**src/sras_defines.vh**
```
// Constants for the register-access sequencer of the serial slave.
// Assumes inclusion by bare name from the tracker and sequencer design files.
`ifndef SRAS_DEFINES_VH
`define SRAS_DEFINES_VH

// ****************************************
// Register byte addresses
// ****************************************
`define SRAS_A_CFG_A 7'h00
`define SRAS_A_CFG_B 7'h01
`define SRAS_A_MAKER_LO 7'h0C
`define SRAS_A_MAKER_HI 7'h0D
`define SRAS_A_LOOP_CNT 7'h0E
`define SRAS_A_XFER 7'h0F
`define SRAS_A_CFG_C 7'h10
`define SRAS_A_STAT_A 7'h11
`define SRAS_A_CODE_LO 7'h29
`define SRAS_A_CODE_HI 7'h2A
`define SRAS_A_TRIM_LO 7'h2B
`define SRAS_A_TRIM_MID 7'h2C
`define SRAS_A_TRIM_HI 7'h2D
`define SRAS_A_TOP 7'h4B
`define SRAS_A_BOTTOM 7'h00

// ****************************************
// Field positions
// ****************************************
`define SRAS_B_ADDR_ASC 5
`define SRAS_B_SINGLE_INSTR 7
`define SRAS_B_SHORT_INSTR 3
`define SRAS_B_PARTIAL 2
`define SRAS_B_RETAIN 2

// ****************************************
// Reset and fixed values
// ****************************************
`define SRAS_RST_CFG_A 8'h00
`define SRAS_RST_CFG_B 8'h08
`define SRAS_RST_BYTE 8'h00
`define SRAS_RST_CODE 16'h0000
`define SRAS_RST_TRIM 24'h00_0000
`define SRAS_CFG_C_VAL 8'h20
`define SRAS_MAKER_ID_DFLT 16'h5A3C

// ****************************************
// Frame geometry and multibyte groups
// ****************************************
`define SRAS_INSTR_SHORT 5'h08
`define SRAS_INSTR_LONG 5'h10
`define SRAS_LAST_BIT 5'h07
`define SRAS_SZ_ONE 2'h1
`define SRAS_SZ_TWO 2'h2
`define SRAS_SZ_THREE 2'h3
`define SRAS_SEL_MAKER 2'h0
`define SRAS_SEL_CODE 2'h1
`define SRAS_SEL_TRIM 2'h2

`endif

```
**src/sras_sync.v**
```verilog
// Two-stage synchroniser for a group of asynchronous pin inputs.
// Assumes the inputs are quasi-static relative to clk.
`timescale 1ns/1ps
module sras_sync #(
    parameter W = 3
)(
    // Clock and reset
    input wire clk,
    input wire rst_n,
    // Asynchronous in, synchronous out
    input wire [W-1:0] din,
    output wire [W-1:0] dout
);
    genvar i;
    generate
        for (i = 0; i < W; i = i + 1)
        begin : g_bit
            reg meta_ff;
            reg sync_ff;
            always @(posedge clk)
            begin
                if (!rst_n)
                begin
                    meta_ff <= 1'b0;
                    sync_ff <= 1'b0;
                end
                else
                begin
                    meta_ff <= din[i];
                    sync_ff <= meta_ff;
                end
            end
            assign dout[i] = sync_ff;
        end
    endgenerate
endmodule

```
**src/sras_mb_tracker.v**
```verilog
// Tracks byte sequences that hit multibyte registers and decides
// whether a complete, correctly ordered transfer happened.
// Assumes one byte_valid pulse per completed data byte.
`timescale 1ns/1ps
`include "sras_defines.vh"
module sras_mb_tracker (
    // Clock and reset
    input wire clk,
    input wire rst_n,
    // Byte event from the sequencer
    input wire byte_valid,
    input wire byte_wr,
    input wire [7:0] byte_data,
    input wire [1:0] mb_sel,
    input wire [1:0] mb_pos,
    input wire [1:0] mb_size,
    input wire mb_lock,
    input wire addr_asc,
    input wire frame_end,
    // Results
    output reg commit,
    output reg [1:0] commit_sel,
    output wire [23:0] commit_data,
    output reg partial
);
    reg [1:0] cnt_ff;
    reg [1:0] sel_ff;
    reg [23:0] buf_ff;

    wire [1:0] last = mb_size - `SRAS_SZ_ONE;
    wire [1:0] exp_pos = addr_asc ? cnt_ff : last - cnt_ff;
    wire [1:0] first = addr_asc ? 2'h0 : last;
    wire is_mb = (mb_size != `SRAS_SZ_ONE);
    // Order of bytes follows the direction setting
    wire cont = (cnt_ff != 2'h0) & is_mb & (mb_sel == sel_ff) &
                (mb_pos == exp_pos);
    // Host must open on the first byte of the register
    wire fresh = is_mb & (mb_pos == first);
    wire take = cont | fresh;
    wire [1:0] cnt_inc = cont ? cnt_ff + 2'h1 : 2'h1;
    wire done = take & (cnt_inc == mb_size);

    // ****************************************
    // Staging lanes, one per byte position
    // ****************************************
    genvar i;
    generate
        for (i = 0; i < 3; i = i + 1)
        begin : g_lane
            always @(posedge clk)
            begin
                if (!rst_n)
                    buf_ff[i*8 +: 8] <= `SRAS_RST_BYTE;
                else if (byte_valid & take & (mb_pos == i))
                    buf_ff[i*8 +: 8] <= byte_data;
            end
        end
    endgenerate
    assign commit_data = buf_ff;

    // ****************************************
    // Sequence decision
    // ****************************************
    always @(posedge clk)
    begin
        if (!rst_n)
        begin
            cnt_ff <= 2'h0;
            sel_ff <= 2'h0;
            commit <= 1'b0;
            commit_sel <= 2'h0;
            partial <= 1'b0;
        end
        else
        begin
            commit <= 1'b0;
            partial <= 1'b0;
            if (byte_valid)
            begin
                // Broken or mid-register start: no update, flag it
                if (((cnt_ff != 2'h0) & !cont) | (is_mb & !take))
                    partial <= 1'b1;
                if (done)
                begin
                    cnt_ff <= 2'h0;
                    if (byte_wr & addr_asc & mb_lock)
                        partial <= 1'b1;
                    else if (byte_wr)
                    begin
                        commit <= 1'b1;
                        commit_sel <= mb_sel;
                    end
                end
                else if (take)
                begin
                    cnt_ff <= cnt_inc;
                    sel_ff <= mb_sel;
                end
                else
                    cnt_ff <= 2'h0;
            end
            else if (frame_end)
            begin
                // Register only partly transferred is dropped
                if (cnt_ff != 2'h0)
                    partial <= 1'b1;
                cnt_ff <= 2'h0;
            end
        end
    end
endmodule

```
**src/sras_seq.v**
```verilog
// Register-access sequencer: serial slave front end, register file,
// address stepping, looping and multibyte protection.
// Assumes SPI mode 0 or 3 from an outside host; pins are asynchronous
// to clk and sclk is much slower than clk.
`timescale 1ns/1ps
`include "sras_defines.vh"
module sras_seq #(
    // Arbitrary identification value
    parameter [15:0] MAKER_ID = `SRAS_MAKER_ID_DFLT
)(
    // Clock and reset
    input wire clk,
    input wire rst_n,
    // Serial pins
    input wire cs_n,
    input wire sclk,
    input wire sdi,
    output reg sdo,
    output reg sdo_oe_n,
    // Register contents driving the converter
    output reg [15:0] channel_code_word,
    output reg [23:0] trim_word,
    output reg partial_access_flag
);
    localparam ST_IDLE = 2'h0;
    localparam ST_INSTR = 2'h1;
    localparam ST_DATA = 2'h2;

    // ****************************************
    // Pin synchronisation and edge detection
    // ****************************************
    // Select is synced inverted so the reset value of the chain matches
    // an idle pin and no false frame edge follows reset
    wire cs_act_s;
    wire cs_n_s = ~cs_act_s;
    wire sclk_s;
    wire sdi_s;
    reg sclk_d_ff;
    reg cs_d_ff;

    sras_sync #(.W(3)) u_sync (
        .clk(clk),
        .rst_n(rst_n),
        .din({~cs_n, sclk, sdi}),
        .dout({cs_act_s, sclk_s, sdi_s})
    );

    wire sclk_rise = sclk_s & ~sclk_d_ff;
    wire sclk_fall = ~sclk_s & sclk_d_ff;
    wire cs_fall = ~cs_n_s & cs_d_ff;
    wire cs_rise = cs_n_s & ~cs_d_ff;

    // ****************************************
    // State
    // ****************************************
    reg [1:0] state_ff;
    reg [4:0] bit_cnt_ff;
    reg [15:0] rx_ff;
    reg [7:0] tx_ff;
    reg rd_ff;
    reg [14:0] addr_ff;
    reg [14:0] start_ff;
    reg [7:0] byte_cnt_ff;
    reg [1:0] reg_bytes_ff;
    reg [1:0] reg_size_ff;
    reg fend_ff;
    reg [7:0] cfg_a_ff;
    reg [7:0] cfg_b_ff;
    reg [7:0] loop_byte_count_ff;
    reg [7:0] xfer_ff;

    wire addr_asc = cfg_a_ff[`SRAS_B_ADDR_ASC];
    wire single_instr = cfg_b_ff[`SRAS_B_SINGLE_INSTR];
    wire retain_loop_count = xfer_ff[`SRAS_B_RETAIN];
    wire [4:0] instr_len = cfg_b_ff[`SRAS_B_SHORT_INSTR] ?
                           `SRAS_INSTR_SHORT : `SRAS_INSTR_LONG;
    wire [15:0] nxt_rx = {rx_ff[14:0], sdi_s};
    wire instr_done = (state_ff == ST_INSTR) & sclk_rise &
                      (bit_cnt_ff == instr_len - 5'h01);
    wire byte_done = (state_ff == ST_DATA) & sclk_rise &
                     (bit_cnt_ff == `SRAS_LAST_BIT);
    // First bit is R/W, the rest the address, MSB first
    wire instr_rd = cfg_b_ff[`SRAS_B_SHORT_INSTR] ?
                    nxt_rx[7] : nxt_rx[15];
    wire [14:0] instr_addr = cfg_b_ff[`SRAS_B_SHORT_INSTR] ?
                             {8'h00, nxt_rx[6:0]} : nxt_rx[14:0];

    // ****************************************
    // Address decode helpers
    // ****************************************
    // Returns {sel, pos, size}; size one means a plain byte
    function [5:0] mb_info;
        input [14:0] a;
        begin
            mb_info = {`SRAS_SEL_MAKER, 2'h0, `SRAS_SZ_ONE};
            if (a[14:7] == 8'h00)
            begin
                case (a[6:0])
                `SRAS_A_MAKER_LO: mb_info = {`SRAS_SEL_MAKER, 2'h0,
                                             `SRAS_SZ_TWO};
                `SRAS_A_MAKER_HI: mb_info = {`SRAS_SEL_MAKER, 2'h1,
                                             `SRAS_SZ_TWO};
                `SRAS_A_CODE_LO: mb_info = {`SRAS_SEL_CODE, 2'h0,
                                            `SRAS_SZ_TWO};
                `SRAS_A_CODE_HI: mb_info = {`SRAS_SEL_CODE, 2'h1,
                                            `SRAS_SZ_TWO};
                `SRAS_A_TRIM_LO: mb_info = {`SRAS_SEL_TRIM, 2'h0,
                                            `SRAS_SZ_THREE};
                `SRAS_A_TRIM_MID: mb_info = {`SRAS_SEL_TRIM, 2'h1,
                                             `SRAS_SZ_THREE};
                `SRAS_A_TRIM_HI: mb_info = {`SRAS_SEL_TRIM, 2'h2,
                                            `SRAS_SZ_THREE};
                default: mb_info = {`SRAS_SEL_MAKER, 2'h0, `SRAS_SZ_ONE};
                endcase
            end
        end
    endfunction

    // Unmapped and upper 15-bit addresses read as zero
    function [7:0] rd_byte;
        input [14:0] a;
        begin
            rd_byte = 8'h00;
            if (a[14:7] == 8'h00)
            begin
                case (a[6:0])
                `SRAS_A_CFG_A: rd_byte = cfg_a_ff;
                `SRAS_A_CFG_B: rd_byte = cfg_b_ff;
                `SRAS_A_MAKER_LO: rd_byte = MAKER_ID[7:0];
                `SRAS_A_MAKER_HI: rd_byte = MAKER_ID[15:8];
                `SRAS_A_LOOP_CNT: rd_byte = loop_byte_count_ff;
                `SRAS_A_XFER: rd_byte = xfer_ff;
                `SRAS_A_CFG_C: rd_byte = `SRAS_CFG_C_VAL;
                `SRAS_A_STAT_A: rd_byte = {5'h00, partial_access_flag,
                                           2'h0};
                `SRAS_A_CODE_LO: rd_byte = channel_code_word[7:0];
                `SRAS_A_CODE_HI: rd_byte = channel_code_word[15:8];
                `SRAS_A_TRIM_LO: rd_byte = trim_word[7:0];
                `SRAS_A_TRIM_MID: rd_byte = trim_word[15:8];
                `SRAS_A_TRIM_HI: rd_byte = trim_word[23:16];
                default: rd_byte = 8'h00;
                endcase
            end
        end
    endfunction

    wire [5:0] cur_info = mb_info(addr_ff);
    wire [5:0] new_info = mb_info(instr_addr);
    wire loop_end = (loop_byte_count_ff != 8'h00) &
                    (byte_cnt_ff + 8'h01 == loop_byte_count_ff);

    // ****************************************
    // Next address after a data byte
    // ****************************************
    reg [14:0] nxt_addr;
    always @*
    begin
        nxt_addr = addr_ff;
        if (loop_end)
            nxt_addr = start_ff;
        else if (addr_asc)
        begin
            // Increment when set, decrement when clear
            if (addr_ff == {8'h00, `SRAS_A_TOP})
                nxt_addr = {8'h00, `SRAS_A_BOTTOM};
            else
                nxt_addr = addr_ff + 15'h0001;
        end
        else
        begin
            if (addr_ff == {8'h00, `SRAS_A_BOTTOM})
                nxt_addr = {8'h00, `SRAS_A_TOP};
            else
                nxt_addr = addr_ff - 15'h0001;
        end
    end

    wire single_back = byte_done & single_instr &
                       (reg_bytes_ff + 2'h1 == reg_size_ff);

    // ****************************************
    // Multibyte sequence tracker
    // ****************************************
    wire mb_commit;
    wire [1:0] mb_commit_sel;
    wire [23:0] mb_data;
    wire mb_partial;

    sras_mb_tracker u_mb (
        .clk(clk),
        .rst_n(rst_n),
        .byte_valid(byte_done),
        .byte_wr(~rd_ff),
        .byte_data(nxt_rx[7:0]),
        .mb_sel(cur_info[5:4]),
        .mb_pos(cur_info[3:2]),
        .mb_size(cur_info[1:0]),
        .mb_lock(cur_info[5:4] != `SRAS_SEL_MAKER),
        .addr_asc(addr_asc),
        .frame_end(fend_ff),
        .commit(mb_commit),
        .commit_sel(mb_commit_sel),
        .commit_data(mb_data),
        .partial(mb_partial)
    );

    wire wr_plain = byte_done & ~rd_ff &
                    (cur_info[1:0] == `SRAS_SZ_ONE) &
                    (addr_ff[14:7] == 8'h00);
    wire partial_clr = wr_plain & (addr_ff[6:0] == `SRAS_A_STAT_A) &
                       nxt_rx[`SRAS_B_PARTIAL];

    // ****************************************
    // Frame sequencer
    // ****************************************
    always @(posedge clk)
    begin
        if (!rst_n)
        begin
            sclk_d_ff <= 1'b0;
            cs_d_ff <= 1'b1;
            state_ff <= ST_IDLE;
            bit_cnt_ff <= 5'h00;
            rx_ff <= 16'h0000;
            tx_ff <= 8'h00;
            rd_ff <= 1'b0;
            addr_ff <= 15'h0000;
            start_ff <= 15'h0000;
            byte_cnt_ff <= 8'h00;
            reg_bytes_ff <= 2'h0;
            reg_size_ff <= `SRAS_SZ_ONE;
            fend_ff <= 1'b0;
            sdo <= 1'b0;
            sdo_oe_n <= 1'b1;
        end
        else
        begin
            sclk_d_ff <= sclk_s;
            cs_d_ff <= cs_n_s;
            // Delayed so a final byte is judged before the frame end
            fend_ff <= cs_rise | single_back;
            sdo_oe_n <= ~((state_ff == ST_DATA) & rd_ff);
            if (cs_rise)
                state_ff <= ST_IDLE;
            else if (cs_fall)
            begin
                state_ff <= ST_INSTR;
                bit_cnt_ff <= 5'h00;
            end
            else if (state_ff == ST_INSTR && sclk_rise)
            begin
                rx_ff <= nxt_rx;
                bit_cnt_ff <= bit_cnt_ff + 5'h01;
                if (instr_done)
                begin
                    state_ff <= ST_DATA;
                    bit_cnt_ff <= 5'h00;
                    rd_ff <= instr_rd;
                    addr_ff <= instr_addr;
                    start_ff <= instr_addr;
                    byte_cnt_ff <= 8'h00;
                    reg_bytes_ff <= 2'h0;
                    reg_size_ff <= new_info[1:0];
                    tx_ff <= rd_byte(instr_addr);
                end
            end
            else if (state_ff == ST_DATA && sclk_rise)
            begin
                rx_ff <= nxt_rx;
                bit_cnt_ff <= bit_cnt_ff + 5'h01;
                if (byte_done)
                begin
                    bit_cnt_ff <= 5'h00;
                    addr_ff <= nxt_addr;
                    tx_ff <= rd_byte(nxt_addr);
                    reg_bytes_ff <= reg_bytes_ff + 2'h1;
                    byte_cnt_ff <= loop_end ? 8'h00 :
                                   byte_cnt_ff + 8'h01;
                    if (single_back)
                        state_ff <= ST_INSTR;
                end
            end
            else if (state_ff == ST_DATA && sclk_fall && rd_ff)
            begin
                sdo <= tx_ff[7];
                tx_ff <= {tx_ff[6:0], 1'b0};
            end
        end
    end

    // ****************************************
    // Register file
    // ****************************************
    always @(posedge clk)
    begin
        if (!rst_n)
        begin
            cfg_a_ff <= `SRAS_RST_CFG_A;
            cfg_b_ff <= `SRAS_RST_CFG_B;
            loop_byte_count_ff <= `SRAS_RST_BYTE;
            xfer_ff <= `SRAS_RST_BYTE;
            channel_code_word <= `SRAS_RST_CODE;
            trim_word <= `SRAS_RST_TRIM;
            partial_access_flag <= 1'b0;
        end
        else
        begin
            // Set wins over a same-cycle clear
            partial_access_flag <= mb_partial |
                (partial_access_flag & ~partial_clr);
            if (mb_commit && mb_commit_sel == `SRAS_SEL_CODE)
                channel_code_word <= mb_data[15:0];
            if (mb_commit && mb_commit_sel == `SRAS_SEL_TRIM)
                trim_word <= mb_data;
            if (cs_rise && !retain_loop_count)
                loop_byte_count_ff <= `SRAS_RST_BYTE;
            else if (wr_plain && addr_ff[6:0] == `SRAS_A_LOOP_CNT)
                loop_byte_count_ff <= nxt_rx[7:0];
            if (wr_plain && addr_ff[6:0] == `SRAS_A_CFG_A)
                cfg_a_ff <= nxt_rx[7:0];
            if (wr_plain && addr_ff[6:0] == `SRAS_A_CFG_B)
                cfg_b_ff <= nxt_rx[7:0];
            if (wr_plain && addr_ff[6:0] == `SRAS_A_XFER)
                xfer_ff <= nxt_rx[7:0];
        end
    end
endmodule

```
**config.mk**
```make
export PLATFORM = sky130hd
export DESIGN_NAME = sras_seq
export DESIGN_NICKNAME = d
export VERILOG_FILES = /design/src/sras_sync.v /design/src/sras_mb_tracker.v /design/src/sras_seq.v
export VERILOG_INCLUDE_DIRS = /design/src
export SDC_FILE = /design/constraint.sdc
export NUM_CORES = 1
export LEC_CHECK = 0
export ABC_AREA = 1
export BUFFER_PORTS_ARGS = -buffer_cell sky130_fd_sc_hd__buf_4
export CAP_MARGIN = 20
export CELL_PAD_IN_SITES_DETAIL_PLACEMENT = 1
export CELL_PAD_IN_SITES_GLOBAL_PLACEMENT = 2
export CORE_MARGIN = 1.5
export CORE_UTILIZATION = 34
export CTS_CLUSTER_DIAMETER = 80
export CTS_CLUSTER_SIZE = 12
export DETAILED_ROUTE_END_ITERATION = 8
export PLACE_DENSITY = 0.83
export SYNTH_ARGS = -nofsm -noshare
export SYNTH_HDL_FRONTEND = slang
export SYNTH_HIERARCHICAL = 1
export SYNTH_SLANG_ARGS = --single-unit
```
**constraint.sdc**
```tcl
create_clock -name clk -period 3.9 [get_ports clk]
set_clock_uncertainty 0.05 [all_clocks]
set_input_delay 0.585 -clock clk [delete_from_list [all_inputs] [get_ports clk]]
set_output_delay 0.585 -clock clk [all_outputs]
set_load 0.1 [all_outputs]
```
==> report_table.html, run 1 <==
<table>
<tr><th>Metric</th><th>Value</th></tr>
<tr><th colspan="2">Outcome</th></tr>
<tr><td>Status</td><td>completed</td></tr>
<tr><th colspan="2">Cells and area</th></tr>
<tr><td>Storage cell area</td><td>between 3000 and 4000 sq um</td></tr>
<tr><td>Most common cell after layout, fill and taps aside</td><td>nand2_1</td></tr>
<tr><td>Diodes inserted</td><td>0</td></tr>
<tr><td>Fin nets</td><td>~1600</td></tr>
<tr><td>Most frequent cells in the layout</td><td>nand2_1 (288), nor2_1 (197), dfxtp_1 (188), a21oi_1 (166), inv_1 (160)</td></tr>
<tr><td>Multi-input logic area</td><td>between 5000 and 6000 sq um</td></tr>
<tr><td>Number of inserted filler cells in the final layout</td><td>between 3000 and 4000</td></tr>
<tr><td>Util after Layout</td><td>0.394</td></tr>
<tr><td>Area Overhead vs Synth</td><td>13.1%</td></tr>
<tr><td>Post-layout instance area</td><td>12100 sq um</td></tr>
<tr><td>Share of cells above drive strength 1</td><td>0.123</td></tr>
<tr><th colspan="2">CTS</th></tr>
<tr><td>Root Driver</td><td>clkbuf_16</td></tr>
<tr><td>Clock tree from TritonCTS</td><td>done</td></tr>
<tr><td>Clock latency reported for the late side of the worst-skew pair</td><td>around 0.46 ns</td></tr>
<tr><td>Clock transition at the register clock pins on the worst setup and hold paths after CTS</td><td>approximately 0.080 ns</td></tr>
<tr><td>Buffers from clock root to sink, at most</td><td>2</td></tr>
<tr><td>Hold buffer count at CTS</td><td>0</td></tr>
<tr><td>TritonCTS buffer count</td><td>17</td></tr>
<tr><td>CTS sink count</td><td>between 150 and 200</td></tr>
<tr><td>Number of H-tree levels</td><td>4</td></tr>
<tr><th colspan="2">Critical path</th></tr>
<tr><td>Worst-case register-to-register setup slack</td><td>~0.28 ns</td></tr>
<tr><td>Worst-path fanout max</td><td>13</td></tr>
<tr><td>Signal arrival time at the worst endpoint</td><td>just under 4 ns</td></tr>
<tr><td>Capture point of the worst reg-to-reg path</td><td>u_mb/commit_data[3]$_SDFFE_PN0P_</td></tr>
<tr><td>Worst flop-to-flop path startpoint</td><td>addr_ff[1]$_SDFFE_PN0P_</td></tr>
<tr><td>Data required time at the worst endpoint</td><td>around 4.2 ns</td></tr>
<tr><td>Worst r2r path cells</td><td>21</td></tr>
<tr><td>Crit. End Element</td><td>register</td></tr>
<tr><td>Kind of critical path</td><td>reg2reg</td></tr>
<tr><td>CP startpoint kind</td><td>register</td></tr>
<tr><th colspan="2">Worst hold path</th></tr>
<tr><td>Worst Hold End</td><td>u_sync/g_bit[0].meta_ff$_SDFF_PN0_</td></tr>
<tr><td>Worst hold start</td><td>sdi</td></tr>
<tr><td>WHS Path Cells</td><td>3</td></tr>
<tr><td>Worst hold path type</td><td>in2reg</td></tr>
<tr><th colspan="2">GRT</th></tr>
<tr><td>Antenna violations before repair</td><td>0</td></tr>
<tr><td>Total overflow reported by the global router</td><td>0</td></tr>
<tr><td>Global-route wire length before repair</td><td>approximately 65 mm</td></tr>
<tr><td>Largest net degree at the start of global routing</td><td>63</td></tr>
<tr><td>Tot GR Track Use</td><td>0.259</td></tr>
<tr><td>Vias in the first global route</td><td>11053</td></tr>
<tr><th colspan="2">Power</th></tr>
<tr><td>PwrDens</td><td>roughly 330 nW/um^2</td></tr>
<tr><td>Leakage power figure</td><td>5.09 nW</td></tr>
<tr><td>VDD IR-drop max</td><td>~0.00054 V</td></tr>
<tr><th colspan="2">Floorplanning</th></tr>
<tr><td>Area of the placeable core</td><td>30800 sq um</td></tr>
<tr><td>Total Die Area</td><td>~33000 sq um</td></tr>
<tr><td>Row count</td><td>between 60 and 70</td></tr>
<tr><td>Horizontal die dimension</td><td>between 150 and 200 um</td></tr>
<tr><td>Effective utilization at floorplan</td><td>0.348</td></tr>
<tr><td># IOs</td><td>48</td></tr>
<tr><td>Die Height</td><td>about 180 um</td></tr>
<tr><th colspan="2">STA</th></tr>
<tr><td>Post-route clock period utilization</td><td>0.928</td></tr>
<tr><td>Final-layout worst hold slack</td><td>0.258 ns</td></tr>
<tr><td>Worst Tran Pin Value</td><td>just under 0.8 ns</td></tr>
<tr><td>Final number of max-transition violations</td><td>0</td></tr>
<tr><td>Normalized max-slew margin</td><td>0.474</td></tr>
<tr><td>Final setup violation count</td><td>0</td></tr>
<tr><td>F_max</td><td>around 280 MHz</td></tr>
<tr><td>Unrepaired setup endpoints after global routing</td><td>false</td></tr>
<tr><td>Final critical-path required period</td><td>3.62 ns</td></tr>
<tr><td>Final hold vios</td><td>0</td></tr>
<tr><th colspan="2">Run</th></tr>
<tr><td>Reported max-cap violation count</td><td>0</td></tr>
<tr><th colspan="2">Logic synthesis</th></tr>
<tr><td>Total number of yosys warnings</td><td>6</td></tr>
<tr><td>Mapped Cells</td><td>approximately 1600</td></tr>
<tr><td>Sequential fraction of the synthesis area</td><td>0.353</td></tr>
<tr><td>Ys flop type</td><td>dfxtp_1</td></tr>
<tr><td>Post-synthesis cell type with the largest combined area</td><td>dfxtp_1</td></tr>
<tr><td>Share of synthesized flip-flops with an asynchronous set or reset</td><td>0</td></tr>
<tr><td>Synthesized area per cell</td><td>around 6.7 sq um</td></tr>
<tr><td>EDFF count, synth</td><td>0</td></tr>
<tr><td>Synth top area cells</td><td>dfxtp_1 (35%), nand2_1 (10%), a21oi_1 (7.8%)</td></tr>
<tr><td>Area share of the largest cell type after synthesis</td><td>0.353</td></tr>
<tr><td>Synth Net Count</td><td>~1600</td></tr>
<tr><td>Number of synthesized register bits</td><td>~190</td></tr>
<tr><td>Number of distinct library cell variants in the gate-level netlist after synthesis</td><td>between 40 and 50</td></tr>
<tr><td>Area of the mapped netlist</td><td>10700 sq um</td></tr>
<tr><th colspan="2">Placement</th></tr>
<tr><td>Weighted congestion reported at the end of routability-driven placement</td><td>just under 0.9</td></tr>
<tr><td>Number of port buffers</td><td>47</td></tr>
<tr><td>Placed Area</td><td>approximately 11000 sq um</td></tr>
<tr><td>Dpl hpwl</td><td>approximately 31 mm</td></tr>
<tr><th colspan="2">Drt</th></tr>
<tr><td>Via Count</td><td>~11000</td></tr>
<tr><td>Iteration-0 DRC Markers</td><td>877</td></tr>
<tr><td>Number of iterations in the first detailed-routing pass</td><td>8</td></tr>
<tr><td>Remaining antenna violation count</td><td>0</td></tr>
<tr><td>Detailed Route WL</td><td>about 42 mm</td></tr>
<tr><td>Via count normalized by instance count</td><td>~5.4</td></tr>
<tr><td>Detail-routed net length per standard cell</td><td>roughly 20 um</td></tr>
<tr><td>Remaining DRCs</td><td>0</td></tr>
</table>
-- sequential cells by signal (all words and copies together), names as in the netlist, 3 cells and up --
| signal | count |
|---|---|
| trim_word | 24 |
| u_mb/commit_data | 24 |
| channel_code_word | 16 |
| addr_ff | 15 |
| rx_ff | 15 |
| start_ff | 15 |
| byte_cnt_ff | 8 |
| cfg_a_ff | 8 |
| cfg_b_ff | 8 |
| loop_byte_count_ff | 8 |
| tx_ff | 8 |
| xfer_ff | 8 |
| bit_cnt_ff | 5 |
| u_sync/g_bit.meta_ff | 3 |
| u_sync/g_bit.sync_ff | 3 |
-- metal layers --
layer / routed length (um) / vias to the layer above / GRT usage
met2: 19300 / 247 / 0.426
met3: 1970 / 44 / 0.0325
met5: 0 / - / 0
met4: 850 / 0 / 0.0750
met1: 19400 / 5406 / 0.355
li1: - / 5388 / -
-- cells by family after synthesis --
kind of cell | after synthesis | share of synthesized area
simple gates | 753 | 0.324
compound gates | 365 | 0.188
buf+inv | 249 | 0.104
flops | 189 | 0.353
xor+xnor | 23 | 0.0188
fa+ha+maj | 11 | 0.0128
-- how the worst max path moves through the flow --
| stage | start | endpoint | slack [ns] | cells past startpoint |
|---|---|---|---|---|
| 2_1_floorplan | addr_ff[5]$_SDFFE_PN0P_ | u_mb/commit_data[13]$_SDFFE_PN0P_ | 0.80 | 21 |
| 6_report | addr_ff[1]$_SDFFE_PN0P_ | u_mb/commit_data[3]$_SDFFE_PN0P_ | 0.28 | 21 |
| 4_1_cts | addr_ff[0]$_SDFFE_PN0P_ | u_mb/commit_data[12]$_SDFFE_PN0P_ | 0.009 | 21 |
| 3_5_place_dp | addr_ff[0]$_SDFFE_PN0P_ | u_mb/commit_data[17]$_SDFFE_PN0P_ | -0.08 | 18 |
| 5_1_grt | addr_ff[1]$_SDFFE_PN0P_ | u_mb/commit_data[15]$_SDFFE_PN0P_ | 0.05 | 21 |
| 3_3_place_gp | addr_ff[5]$_SDFFE_PN0P_ | u_mb/commit_data[16]$_SDFFE_PN0P_ | 0.17 | 18 |
-- stage by stage --
| stage | power, W | std cells | TNS (ns) | worst slack, ns |
|---|---|---|---|---|
| after floorplan | 0.00213 | 1590 | 0 | 0.803 |
| after global placement | 0.00220 | 2002 | 0 | 0.167 |
| after detailed placement | 0.00220 | 2002 | -0.671 | -0.0767 |
| after CTS | 0.00400 | 2034 | 0 | 0.00950 |
| after global routing | 0.00410 | 2040 | 0 | 0.0487 |
| final | 0.00397 | 2040 | 0 | 0.279 |
-- critical path, cell delays in order (launching register included) --
cell and delay [ns]:
dfxtp_1 0.43, ha_1 0.22, inv_1 0.06, nor3_1 0.34, nand2_1 0.11, nand3_1 0.13
nor2_1 0.08, nor2_2 0.19, nand2_1 0.17, ha_1 0.38, nand2_1 0.10, nand2_1 0.05
nor2_1 0.08, nand2_1 0.07, nand2_2 0.13, nand2_4 0.07, nand2_4 0.10, inv_4 0.05
nor2_8 0.20, buf_4 0.23, nand4_1 0.12, a21oi_1 0.16
-- cells in the mapped netlist, types with 2 or more instances --
cell type  number
a211oi_1       12
a21oi_1       167
a221oi_1       20
a31oi_1         6
buf_12          3
buf_2           4
buf_4           4
buf_6           8
clkbuf_1       43
clkbuf_4        2
clkbuf_8        3
clkinv_1        5
dfxtp_1       189
ha_1           11
inv_1         160
inv_2          14
nand2_1       288
nand2_2        16
nand2_4        11
nand3_1       143
nand4_1        47
nor2_1        200
nor2_2         10
nor2_4          5
nor2_8          6
nor3_1         17
nor4_1          4
o2111ai_1       4
o211ai_1        5
o21a_1          3
o21ai_0       122
o21ai_1         7
o22ai_1        13
or2_2           2
xnor2_1         4
xor2_1         19
-- layout make-up --
class / instances / area share
flip-flops and latches: 189 / 0.312
inverters: 181 / 0.0568
multi-input cells: 1152 / 0.483
clock buffers: 18 / 0.0362
clock inverters: 14 / 0.0141
repair buffers: 90 / 0.0567
well taps: 396 / 0.0408
-- report_power, final --
group	total (W)	leakage (nW)	switching [W]	internal, W
sequential	0.00194	1.52	0.00000795	0.00194
clock	0.00182	0.293	0.000933	0.000883
combinational	0.000212	3.28	0.000157	0.0000552
-- repair_timing --
action                     4_1_cts  5_1_grt
setup endpoints to repair       24       30
pin swaps                        0        2
setup buffers                    0        5
resized for setup                3        9
hold endpoints to repair         0        0
(Power assumes the default switching activity.)
==> run 2, diff against run 1 <==
--- a/config.mk
+++ b/config.mk
@@ -17,6 +17,7 @@
 export CTS_CLUSTER_SIZE = 12
 export DETAILED_ROUTE_END_ITERATION = 8
 export PLACE_DENSITY = 0.83
+export RECOVER_POWER = 50
 export SYNTH_ARGS = -nofsm -noshare
 export SYNTH_HDL_FRONTEND = slang
 export SYNTH_HIERARCHICAL = 1
==> report_table.html, run 2 (synthesis gave the netlist of run 1 again) <==
<table>
<tr><th>Metric</th><th>Value</th></tr>
<tr><th colspan="2">Outcome</th></tr>
<tr><td>Status</td><td>finished with violations</td></tr>
<tr><td>Violated checks</td><td>max-capacitance violations, max-slew violations</td></tr>
<tr><th colspan="2">GRT</th></tr>
<tr><td>Antenna violations before repair</td><td>0 (unchanged)</td></tr>
<tr><td>Total overflow reported by the global router</td><td>0 (unchanged)</td></tr>
<tr><td>Vias in the first global route</td><td>11053 (unchanged)</td></tr>
<tr><td>Tot GR Track Use</td><td>0.259 (unchanged)</td></tr>
<tr><td>Global-route wire length before repair</td><td>65.2 mm (unchanged)</td></tr>
<tr><td>Largest net degree at the start of global routing</td><td>63 (unchanged)</td></tr>
<tr><th colspan="2">Drt</th></tr>
<tr><td>Via count normalized by instance count</td><td>5.46 (+0.51%)</td></tr>
<tr><td>Via Count</td><td>11141 (+0.51%)</td></tr>
<tr><td>Detailed Route WL</td><td>41.4 mm (-0.13%)</td></tr>
<tr><td>Detail Route met2 WL</td><td>19.2 mm (-0.48%)</td></tr>
<tr><td>Uppermost layer routed</td><td>met4</td></tr>
<tr><td>Iteration-0 DRC Markers</td><td>780 (-11%)</td></tr>
<tr><td>Remaining antenna violation count</td><td>0 (unchanged)</td></tr>
<tr><td>Detail Route met3 WL</td><td>1.96 mm (-0.81%)</td></tr>
<tr><td>Remaining DRCs</td><td>0 (unchanged)</td></tr>
<tr><td>Number of iterations in the first detailed-routing pass</td><td>5 (-3)</td></tr>
<tr><td>Detail-routed net length per standard cell</td><td>20.3 um (-0.13%)</td></tr>
<tr><td>Met1 WL</td><td>19.4 mm (+0.32%)</td></tr>
<tr><th colspan="2">Cells and area</th></tr>
<tr><td>Most common cell after layout, fill and taps aside</td><td>nand2_1</td></tr>
<tr><td>Util after Layout</td><td>0.387 (-0.00609)</td></tr>
<tr><td>Share of cells above drive strength 1</td><td>0.0931 (-0.0304)</td></tr>
<tr><td>Number of inserted filler cells in the final layout</td><td>3976 (+0.43%)</td></tr>
<tr><td>Fin nets</td><td>1647 (unchanged)</td></tr>
<tr><td>Area Overhead vs Synth</td><td>11.3%</td></tr>
<tr><td>Diodes inserted</td><td>0 (unchanged)</td></tr>
<tr><td>Post-layout instance area</td><td>11900 sq um (-1.5%)</td></tr>
<tr><td>Most frequent cells in the layout</td><td>nand2_1 (288), nor2_1 (197), dfxtp_1 (188), a21oi_1 (166), inv_1 (160)</td></tr>
<tr><td>Fin cells</td><td>2040 (unchanged)</td></tr>
<tr><th colspan="2">STA</th></tr>
<tr><td>F_max</td><td>277 MHz (+0.39%)</td></tr>
<tr><td>Post-route clock period utilization</td><td>0.925 (-0.00362)</td></tr>
<tr><td>Unrepaired setup endpoints after global routing</td><td>false</td></tr>
<tr><td>Normalized max-slew margin</td><td>-0.0325 (-0.507)</td></tr>
<tr><td>Final critical-path required period</td><td>3.61 ns (-0.0141 ns)</td></tr>
<tr><td>Final setup violation count</td><td>0 (unchanged)</td></tr>
<tr><td>Worst Tran Pin Value</td><td>1.55 ns (+0.765 ns)</td></tr>
<tr><td>Final number of max-transition violations</td><td>39 (+39)</td></tr>
<tr><td>Total negative slack</td><td>0 ns (unchanged)</td></tr>
<tr><td>Final hold vios</td><td>0 (unchanged)</td></tr>
<tr><th colspan="2">Power</th></tr>
<tr><td>VDD IR-drop max</td><td>0.000545 V (+1.1%)</td></tr>
<tr><td>PwrDens</td><td>332 nW/um^2 (+1.5%)</td></tr>
<tr><td>Leakage power figure</td><td>4.89 nW (-4.1%)</td></tr>
<tr><th colspan="2">CTS</th></tr>
<tr><td>Number of H-tree levels</td><td>4 (unchanged)</td></tr>
<tr><td>Clock latency reported for the late side of the worst-skew pair</td><td>0.46 ns (about the same)</td></tr>
<tr><td>TritonCTS buffer count</td><td>17 (unchanged)</td></tr>
<tr><td>Buffers from clock root to sink, at most</td><td>2 (unchanged)</td></tr>
<tr><td>Clock transition at the register clock pins on the worst setup and hold paths after CTS</td><td>0.08 ns (about the same)</td></tr>
<tr><td>Hold buffer count at CTS</td><td>0 (unchanged)</td></tr>
<tr><td>CTS sink count</td><td>189 (unchanged)</td></tr>
<tr><td>Root Driver</td><td>clkbuf_16</td></tr>
<tr><td>Clock tree from TritonCTS</td><td>done</td></tr>
<tr><th colspan="2">Run</th></tr>
<tr><td>Reported max-cap violation count</td><td>1 (+1)</td></tr>
<tr><th colspan="2">Critical path</th></tr>
<tr><td>Worst-path fanout max</td><td>13 (unchanged)</td></tr>
<tr><td>Signal arrival time at the worst endpoint</td><td>3.94 ns (about the same)</td></tr>
<tr><td>Crit. End Element</td><td>register</td></tr>
<tr><td>Data required time at the worst endpoint</td><td>4.23 ns (about the same)</td></tr>
<tr><td>CP startpoint kind</td><td>register</td></tr>
<tr><td>Kind of critical path</td><td>reg2reg</td></tr>
<tr><th colspan="2">Floorplanning</th></tr>
<tr><td># IOs</td><td>48 (unchanged)</td></tr>
<tr><td>Area of the placeable core</td><td>30800 sq um (unchanged)</td></tr>
<tr><td>Total Die Area</td><td>32600 sq um (unchanged)</td></tr>
<tr><td>Effective utilization at floorplan</td><td>0.348 (unchanged)</td></tr>
<tr><td>Die Height</td><td>181 um (unchanged)</td></tr>
<tr><td>Horizontal die dimension</td><td>181 um (unchanged)</td></tr>
<tr><td>Row count</td><td>64 (unchanged)</td></tr>
<tr><th colspan="2">Worst hold path</th></tr>
<tr><td>Worst hold path type</td><td>in2reg</td></tr>
<tr><th colspan="2">Placement</th></tr>
<tr><td>Dpl hpwl</td><td>31.1 mm (unchanged)</td></tr>
<tr><td>Placed Area</td><td>11400 sq um (unchanged)</td></tr>
<tr><td>Cell Count Post-Placement</td><td>2002 (unchanged)</td></tr>
<tr><td>Number of port buffers</td><td>47 (unchanged)</td></tr>
<tr><td>Weighted congestion reported at the end of routability-driven placement</td><td>0.877 (unchanged)</td></tr>
</table>
-- run 2: cell count changes in the layout (fill, tap and decap cells not counted), sizes merged --
cell	previous run	this run
clkbuf	19	69
buf	89	39
-- run 2: area by class of cell --
class | count | area [sq um] | area share
Multi-Input combinational cell | 1152 | 5860 | 0.491
Sequential cell | 189 | 3780 | 0.317
Inverter | 181 | 689 | 0.0577
Timing Repair Buffer | 90 | 500 | 0.0419
Tap cell | 396 | 495 | 0.0415
Clock buffer | 18 | 439 | 0.0368
Clock inverter | 14 | 171 | 0.0144
-- run 2: repair_timing --
item,CTS,global route
pin swaps,0,2
buffers inserted,0,5
endpoints found under the setup margin,24,30
gates resized for setup,3,9
gates cloned,0,0
-- run 2: per-layer routing --
metal	GRT usage	up-vias
met4	0.0750	0
met2	0.426	281
li1	-	5396
met3	0.0325	38
met5	0	-
met1	0.355	5426
-- run 2: critical path: stages, from the launching register on --
cell,delay (ns)
dfxtp_1,0.42
ha_1,0.22
inv_1,0.06
nor3_1,0.33
nand2_1,0.11
nand3_1,0.13
nor2_1,0.08
nor2_2,0.19
nand2_1,0.18
ha_1,0.38
nand2_1,0.10
nand2_1,0.05
nor2_1,0.08
nand2_1,0.07
nand2_2,0.13
nand2_4,0.07
nand2_4,0.10
inv_4,0.05
nor2_8,0.20
buf_4,0.23
nand4_1,0.12
a21oi_1,0.16
-- run 2: per-stage QoR --
step / worst slack, ns / total power [W] / hold slack (ns)
3_3_place_gp: 0.167 / 0.00220 / 0.333
3_5_place_dp: -0.0767 / 0.00220 / 0.347
4_1_cts: 0.00950 / 0.00400 / 0.248
6_report: 0.293 / 0.00397 / 0.259
5_1_grt: 0.0479 / 0.00410 / 0.276
2_1_floorplan: 0.803 / 0.00213 / 0.340
-- run 2: worst paths after layout --
check                                       endpoint  slack (ns)                          startpoint  depth (start not counted)
hold / removal    u_sync/g_bit[0].meta_ff$_SDFF_PN0_        0.26                                 sdi                          3
hold reg to reg                   cs_d_ff$_SDFF_PN1_        0.36  u_sync/g_bit[2].sync_ff$_SDFF_PN0_                          1
setup / recovery    u_mb/commit_data[3]$_SDFFE_PN0P_        0.29             addr_ff[1]$_SDFFE_PN0P_                         21
setup reg to reg    u_mb/commit_data[3]$_SDFFE_PN0P_        0.29             addr_ff[1]$_SDFFE_PN0P_                         21
-- run 2: power by group --
part,switching [W],internal [W]
Sequential,0.00000798,0.00194
Clock,0.000929,0.000883
Combinational,0.000157,0.0000551
==> run 3, diff against run 2 <==
--- a/config.mk
+++ b/config.mk
@@ -7,7 +7,6 @@
 export NUM_CORES = 1
 export LEC_CHECK = 0
 export ABC_AREA = 1
-export BUFFER_PORTS_ARGS = -buffer_cell sky130_fd_sc_hd__buf_4
 export CAP_MARGIN = 20
 export CELL_PAD_IN_SITES_DETAIL_PLACEMENT = 1
 export CELL_PAD_IN_SITES_GLOBAL_PLACEMENT = 2
@@ -16,7 +15,9 @@
 export CTS_CLUSTER_DIAMETER = 80
 export CTS_CLUSTER_SIZE = 12
 export DETAILED_ROUTE_END_ITERATION = 8
-export PLACE_DENSITY = 0.83
+export DONT_BUFFER_PORTS = 1
+export GPL_TIMING_DRIVEN = 0
+export PLACE_DENSITY = 0.81
 export RECOVER_POWER = 50
 export SYNTH_ARGS = -nofsm -noshare
 export SYNTH_HDL_FRONTEND = slang
==> report_table.html, run 3 (synthesis gave the netlist of run 1 again) <==
<table>
<tr><th>Metric</th><th>Value</th></tr>
<tr><th colspan="2">STA</th></tr>
<tr><td>Final critical-path required period</td><td>3.67 ns (+0.0674 ns)</td></tr>
<tr><td>Final number of max-transition violations</td><td>0 (-100%)</td></tr>
<tr><td>Post-route worst setup slack</td><td>0.226 ns (-0.0674 ns)</td></tr>
<tr><td>Final setup violation count</td><td>0 (unchanged)</td></tr>
<tr><td>Post-route clock period utilization</td><td>0.942 (+0.0173)</td></tr>
<tr><td>Final-layout worst hold slack</td><td>0.183 ns (-0.0758 ns)</td></tr>
<tr><td>Worst Tran Pin Value</td><td>1.30 ns (-0.253 ns)</td></tr>
<tr><td>Unrepaired setup endpoints after global routing</td><td>false</td></tr>
<tr><td>Normalized max-slew margin</td><td>0.136 (+0.168)</td></tr>
<tr><td>F_max</td><td>272 MHz (-1.8%)</td></tr>
<tr><td>Final hold vios</td><td>0 (unchanged)</td></tr>
<tr><th colspan="2">Placement</th></tr>
<tr><td>Cell Count Post-Placement</td><td>1990 (-0.60%)</td></tr>
<tr><td>Dpl hpwl</td><td>34.3 mm (+10%)</td></tr>
<tr><td>Worst setup timing slack at the placement stage</td><td>-0.191 ns (-0.114 ns)</td></tr>
<tr><td>Number of port buffers</td><td>0 (-100%)</td></tr>
<tr><td>Weighted congestion reported at the end of routability-driven placement</td><td>0.902 (+2.8%)</td></tr>
<tr><th colspan="2">Critical path</th></tr>
<tr><td>Signal arrival time at the worst endpoint</td><td>4.00 ns (+0.06 ns)</td></tr>
<tr><td>Worst-case register-to-register setup slack</td><td>0.23 ns (-0.07 ns)</td></tr>
<tr><td>First element of the critical path</td><td>addr_ff[0]$_SDFFE_PN0P_</td></tr>
<tr><td>Worst-path fanout max</td><td>8 (-5)</td></tr>
<tr><td>Worst r2r path cells</td><td>20 (-4.8%)</td></tr>
<tr><td>Kind of critical path</td><td>reg2reg</td></tr>
<tr><td>CP startpoint kind</td><td>register</td></tr>
<tr><td>Crit. End Element</td><td>register</td></tr>
<tr><td>Worst flop-to-flop path startpoint</td><td>addr_ff[0]$_SDFFE_PN0P_</td></tr>
<tr><td>Capture point of the worst reg-to-reg path</td><td>tx_ff[4]$_SDFFE_PN0P_</td></tr>
<tr><td>Data required time at the worst endpoint</td><td>4.23 ns (about the same)</td></tr>
<tr><td>Worst setup endpoint</td><td>tx_ff[4]$_SDFFE_PN0P_</td></tr>
<tr><th colspan="2">GRT</th></tr>
<tr><td>Total overflow reported by the global router</td><td>0 (unchanged)</td></tr>
<tr><td>Global-route wire length before repair</td><td>68.1 mm (+4.4%)</td></tr>
<tr><td>Antenna violations before repair</td><td>0 (unchanged)</td></tr>
<tr><td>Tot GR Track Use</td><td>0.275 (+0.0155)</td></tr>
<tr><td>Largest net degree at the start of global routing</td><td>21 (-67%)</td></tr>
<tr><td>Vias in the first global route</td><td>11261 (+1.9%)</td></tr>
<tr><th colspan="2">Floorplanning</th></tr>
<tr><td>Row count</td><td>64 (unchanged)</td></tr>
<tr><td>Die Height</td><td>181 um (unchanged)</td></tr>
<tr><td># IOs</td><td>48 (unchanged)</td></tr>
<tr><td>Total Die Area</td><td>32600 sq um (unchanged)</td></tr>
<tr><td>Area of the placeable core</td><td>30800 sq um (unchanged)</td></tr>
<tr><td>Effective utilization at floorplan</td><td>0.348 (unchanged)</td></tr>
<tr><td>Horizontal die dimension</td><td>181 um (unchanged)</td></tr>
<tr><th colspan="2">Worst hold path</th></tr>
<tr><td>WHS Path Cells</td><td>2 (-1)</td></tr>
<tr><td>Worst hold path type</td><td>in2reg</td></tr>
<tr><th colspan="2">CTS</th></tr>
<tr><td>CTS sink count</td><td>189 (unchanged)</td></tr>
<tr><td>Number of H-tree levels</td><td>4 (unchanged)</td></tr>
<tr><td>TritonCTS buffer count</td><td>17 (unchanged)</td></tr>
<tr><td>Clock latency reported for the late side of the worst-skew pair</td><td>0.45 ns (about the same)</td></tr>
<tr><td>Clock tree from TritonCTS</td><td>done</td></tr>
<tr><td>Buffers from clock root to sink, at most</td><td>2 (unchanged)</td></tr>
<tr><td>Clock transition at the register clock pins on the worst setup and hold paths after CTS</td><td>0.09 ns (about the same)</td></tr>
<tr><td>Root Driver</td><td>clkbuf_16</td></tr>
<tr><th colspan="2">Cells and area</th></tr>
<tr><td>Share of cells above drive strength 1</td><td>0.0865 (-0.00656)</td></tr>
<tr><td>Fin cells</td><td>2026 (-0.69%)</td></tr>
<tr><td>Area Overhead vs Synth</td><td>11.4% (about the same)</td></tr>
<tr><td>Fin nets</td><td>1633 (-0.85%)</td></tr>
<tr><td>Most common cell after layout, fill and taps aside</td><td>nand2_1</td></tr>
<tr><td>Most frequent cells in the layout</td><td>nand2_1 (287), nor2_1 (198), dfxtp_1 (189), a21oi_1 (167), inv_1 (159)</td></tr>
<tr><td>Diodes inserted</td><td>0 (unchanged)</td></tr>
<tr><th colspan="2">Drt</th></tr>
<tr><td>Remaining DRCs</td><td>0 (unchanged)</td></tr>
<tr><td>Number of iterations in the first detailed-routing pass</td><td>5 (unchanged)</td></tr>
<tr><td>Remaining antenna violation count</td><td>0 (unchanged)</td></tr>
<tr><td>Detail-routed net length per standard cell</td><td>22.0 um (+8.1%)</td></tr>
<tr><td>Iteration-0 DRC Markers</td><td>619 (-21%)</td></tr>
<tr><td>Via count normalized by instance count</td><td>5.49 (+0.44%)</td></tr>
<tr><td>Detailed Route WL</td><td>44.5 mm (+7.4%)</td></tr>
<tr><td>Via Count</td><td>11113 (-0.25%)</td></tr>
<tr><th colspan="2">Power</th></tr>
<tr><td>Total Power</td><td>0.00406 W (+2.2%)</td></tr>
<tr><td>Leakage power figure</td><td>4.86 nW (-0.45%)</td></tr>
<tr><td>PwrDens</td><td>340 nW/um^2 (+2.2%)</td></tr>
<tr><td>VDD IR-drop max</td><td>0.000306 V (-44%)</td></tr>
<tr><th colspan="2">Outcome</th></tr>
<tr><td>Status</td><td>completed</td></tr>
<tr><th colspan="2">Run</th></tr>
<tr><td>Reported max-cap violation count</td><td>0 (-1)</td></tr>
</table>
[run 3: changes by cell type in the layout (fill, tap and decap cells not counted), moves of 3 or more]
cell,delta
buf_4,-33
buf_6,+9
buf_2,+5
clkbuf_1,-4
clkbuf_8,+3
clkinv_8,-3
inv_8,+3
[run 3: where the power goes]
part	switching [W]	internal, W	leakage, nW
clock	0.000936	0.000952	0.306
combinational	0.000170	0.0000562	3.03
sequential	0.00000768	0.00194	1.52
[run 3: final cells by class]
cell class              instances  area [sq um]
multi-input cells            1152          5890
inverters                     181           687
well taps                     396           495
clock buffers                  18           439
flip-flops and latches        189          3780
repair buffers                  8          46.3
clock inverters                14           186
fillers                      4006         18900
plain buffers                  68           425
[run 3: critical path: stages (launching register included)]
cell     delay, ns
dfxtp_1       0.40
inv_1         0.18
ha_1          0.30
nand2_2       0.14
nor2_4        0.21
nand3_1       0.15
nand2_2       0.17
inv_2         0.10
nand2_1       0.07
o21ai_1       0.10
nand2_1       0.11
nand2_2       0.10
inv_2         0.08
nand2_2       0.11
nor2_4        0.32
nand2_1       0.22
nand2_1       0.12
nor2_1        0.07
a21oi_4       0.33
nand2_1       0.10
a21oi_1       0.15
[run 3: worst min-delay path by stage]
stage,slack (ns),start,to
after global routing,0.18,sdi,u_sync/g_bit[0].meta_ff$_SDFF_PN0_
after detailed placement,0.36,u_sync/g_bit[0].meta_ff$_SDFF_PN0_,u_sync/g_bit[0].sync_ff$_SDFF_PN0_
after CTS,0.17,sdi,u_sync/g_bit[0].meta_ff$_SDFF_PN0_
after floorplan,0.34,u_sync/g_bit[0].meta_ff$_SDFF_PN0_,u_sync/g_bit[0].sync_ff$_SDFF_PN0_
after global placement,0.35,u_sync/g_bit[0].meta_ff$_SDFF_PN0_,u_sync/g_bit[0].sync_ff$_SDFF_PN0_
final,0.18,sdi,u_sync/g_bit[0].meta_ff$_SDFF_PN0_
[run 3: repair_timing]
action | 4_1_cts | 5_1_grt
buffers inserted | 0 | 1
resized for setup | 4 | 13
cloned | 0 | 0
pin swaps | 0 | 1
endpoints found under the setup margin | 31 | 39
hold buffers | 0 | 0
hold endpoints to repair | 0 | 0
[run 3: layer usage]
layer  up-vias  track usage  wire [um]
met5         -            0          0
met1      5454        0.356      20100
met4         0       0.0877       1120
met3        56       0.0544       2420
li1       5356            -          -
met2       247        0.457      20800
[run 3: through the flow]
step	TNS, ns	util	area [sq um]
after global routing	0	0.388	12000
after floorplan	0	-	10700
after CTS	0	0.386	11900
after detailed placement	-4.81	0.365	11300
after global placement	-0.398	0.364	11200
final	0	0.388	12000
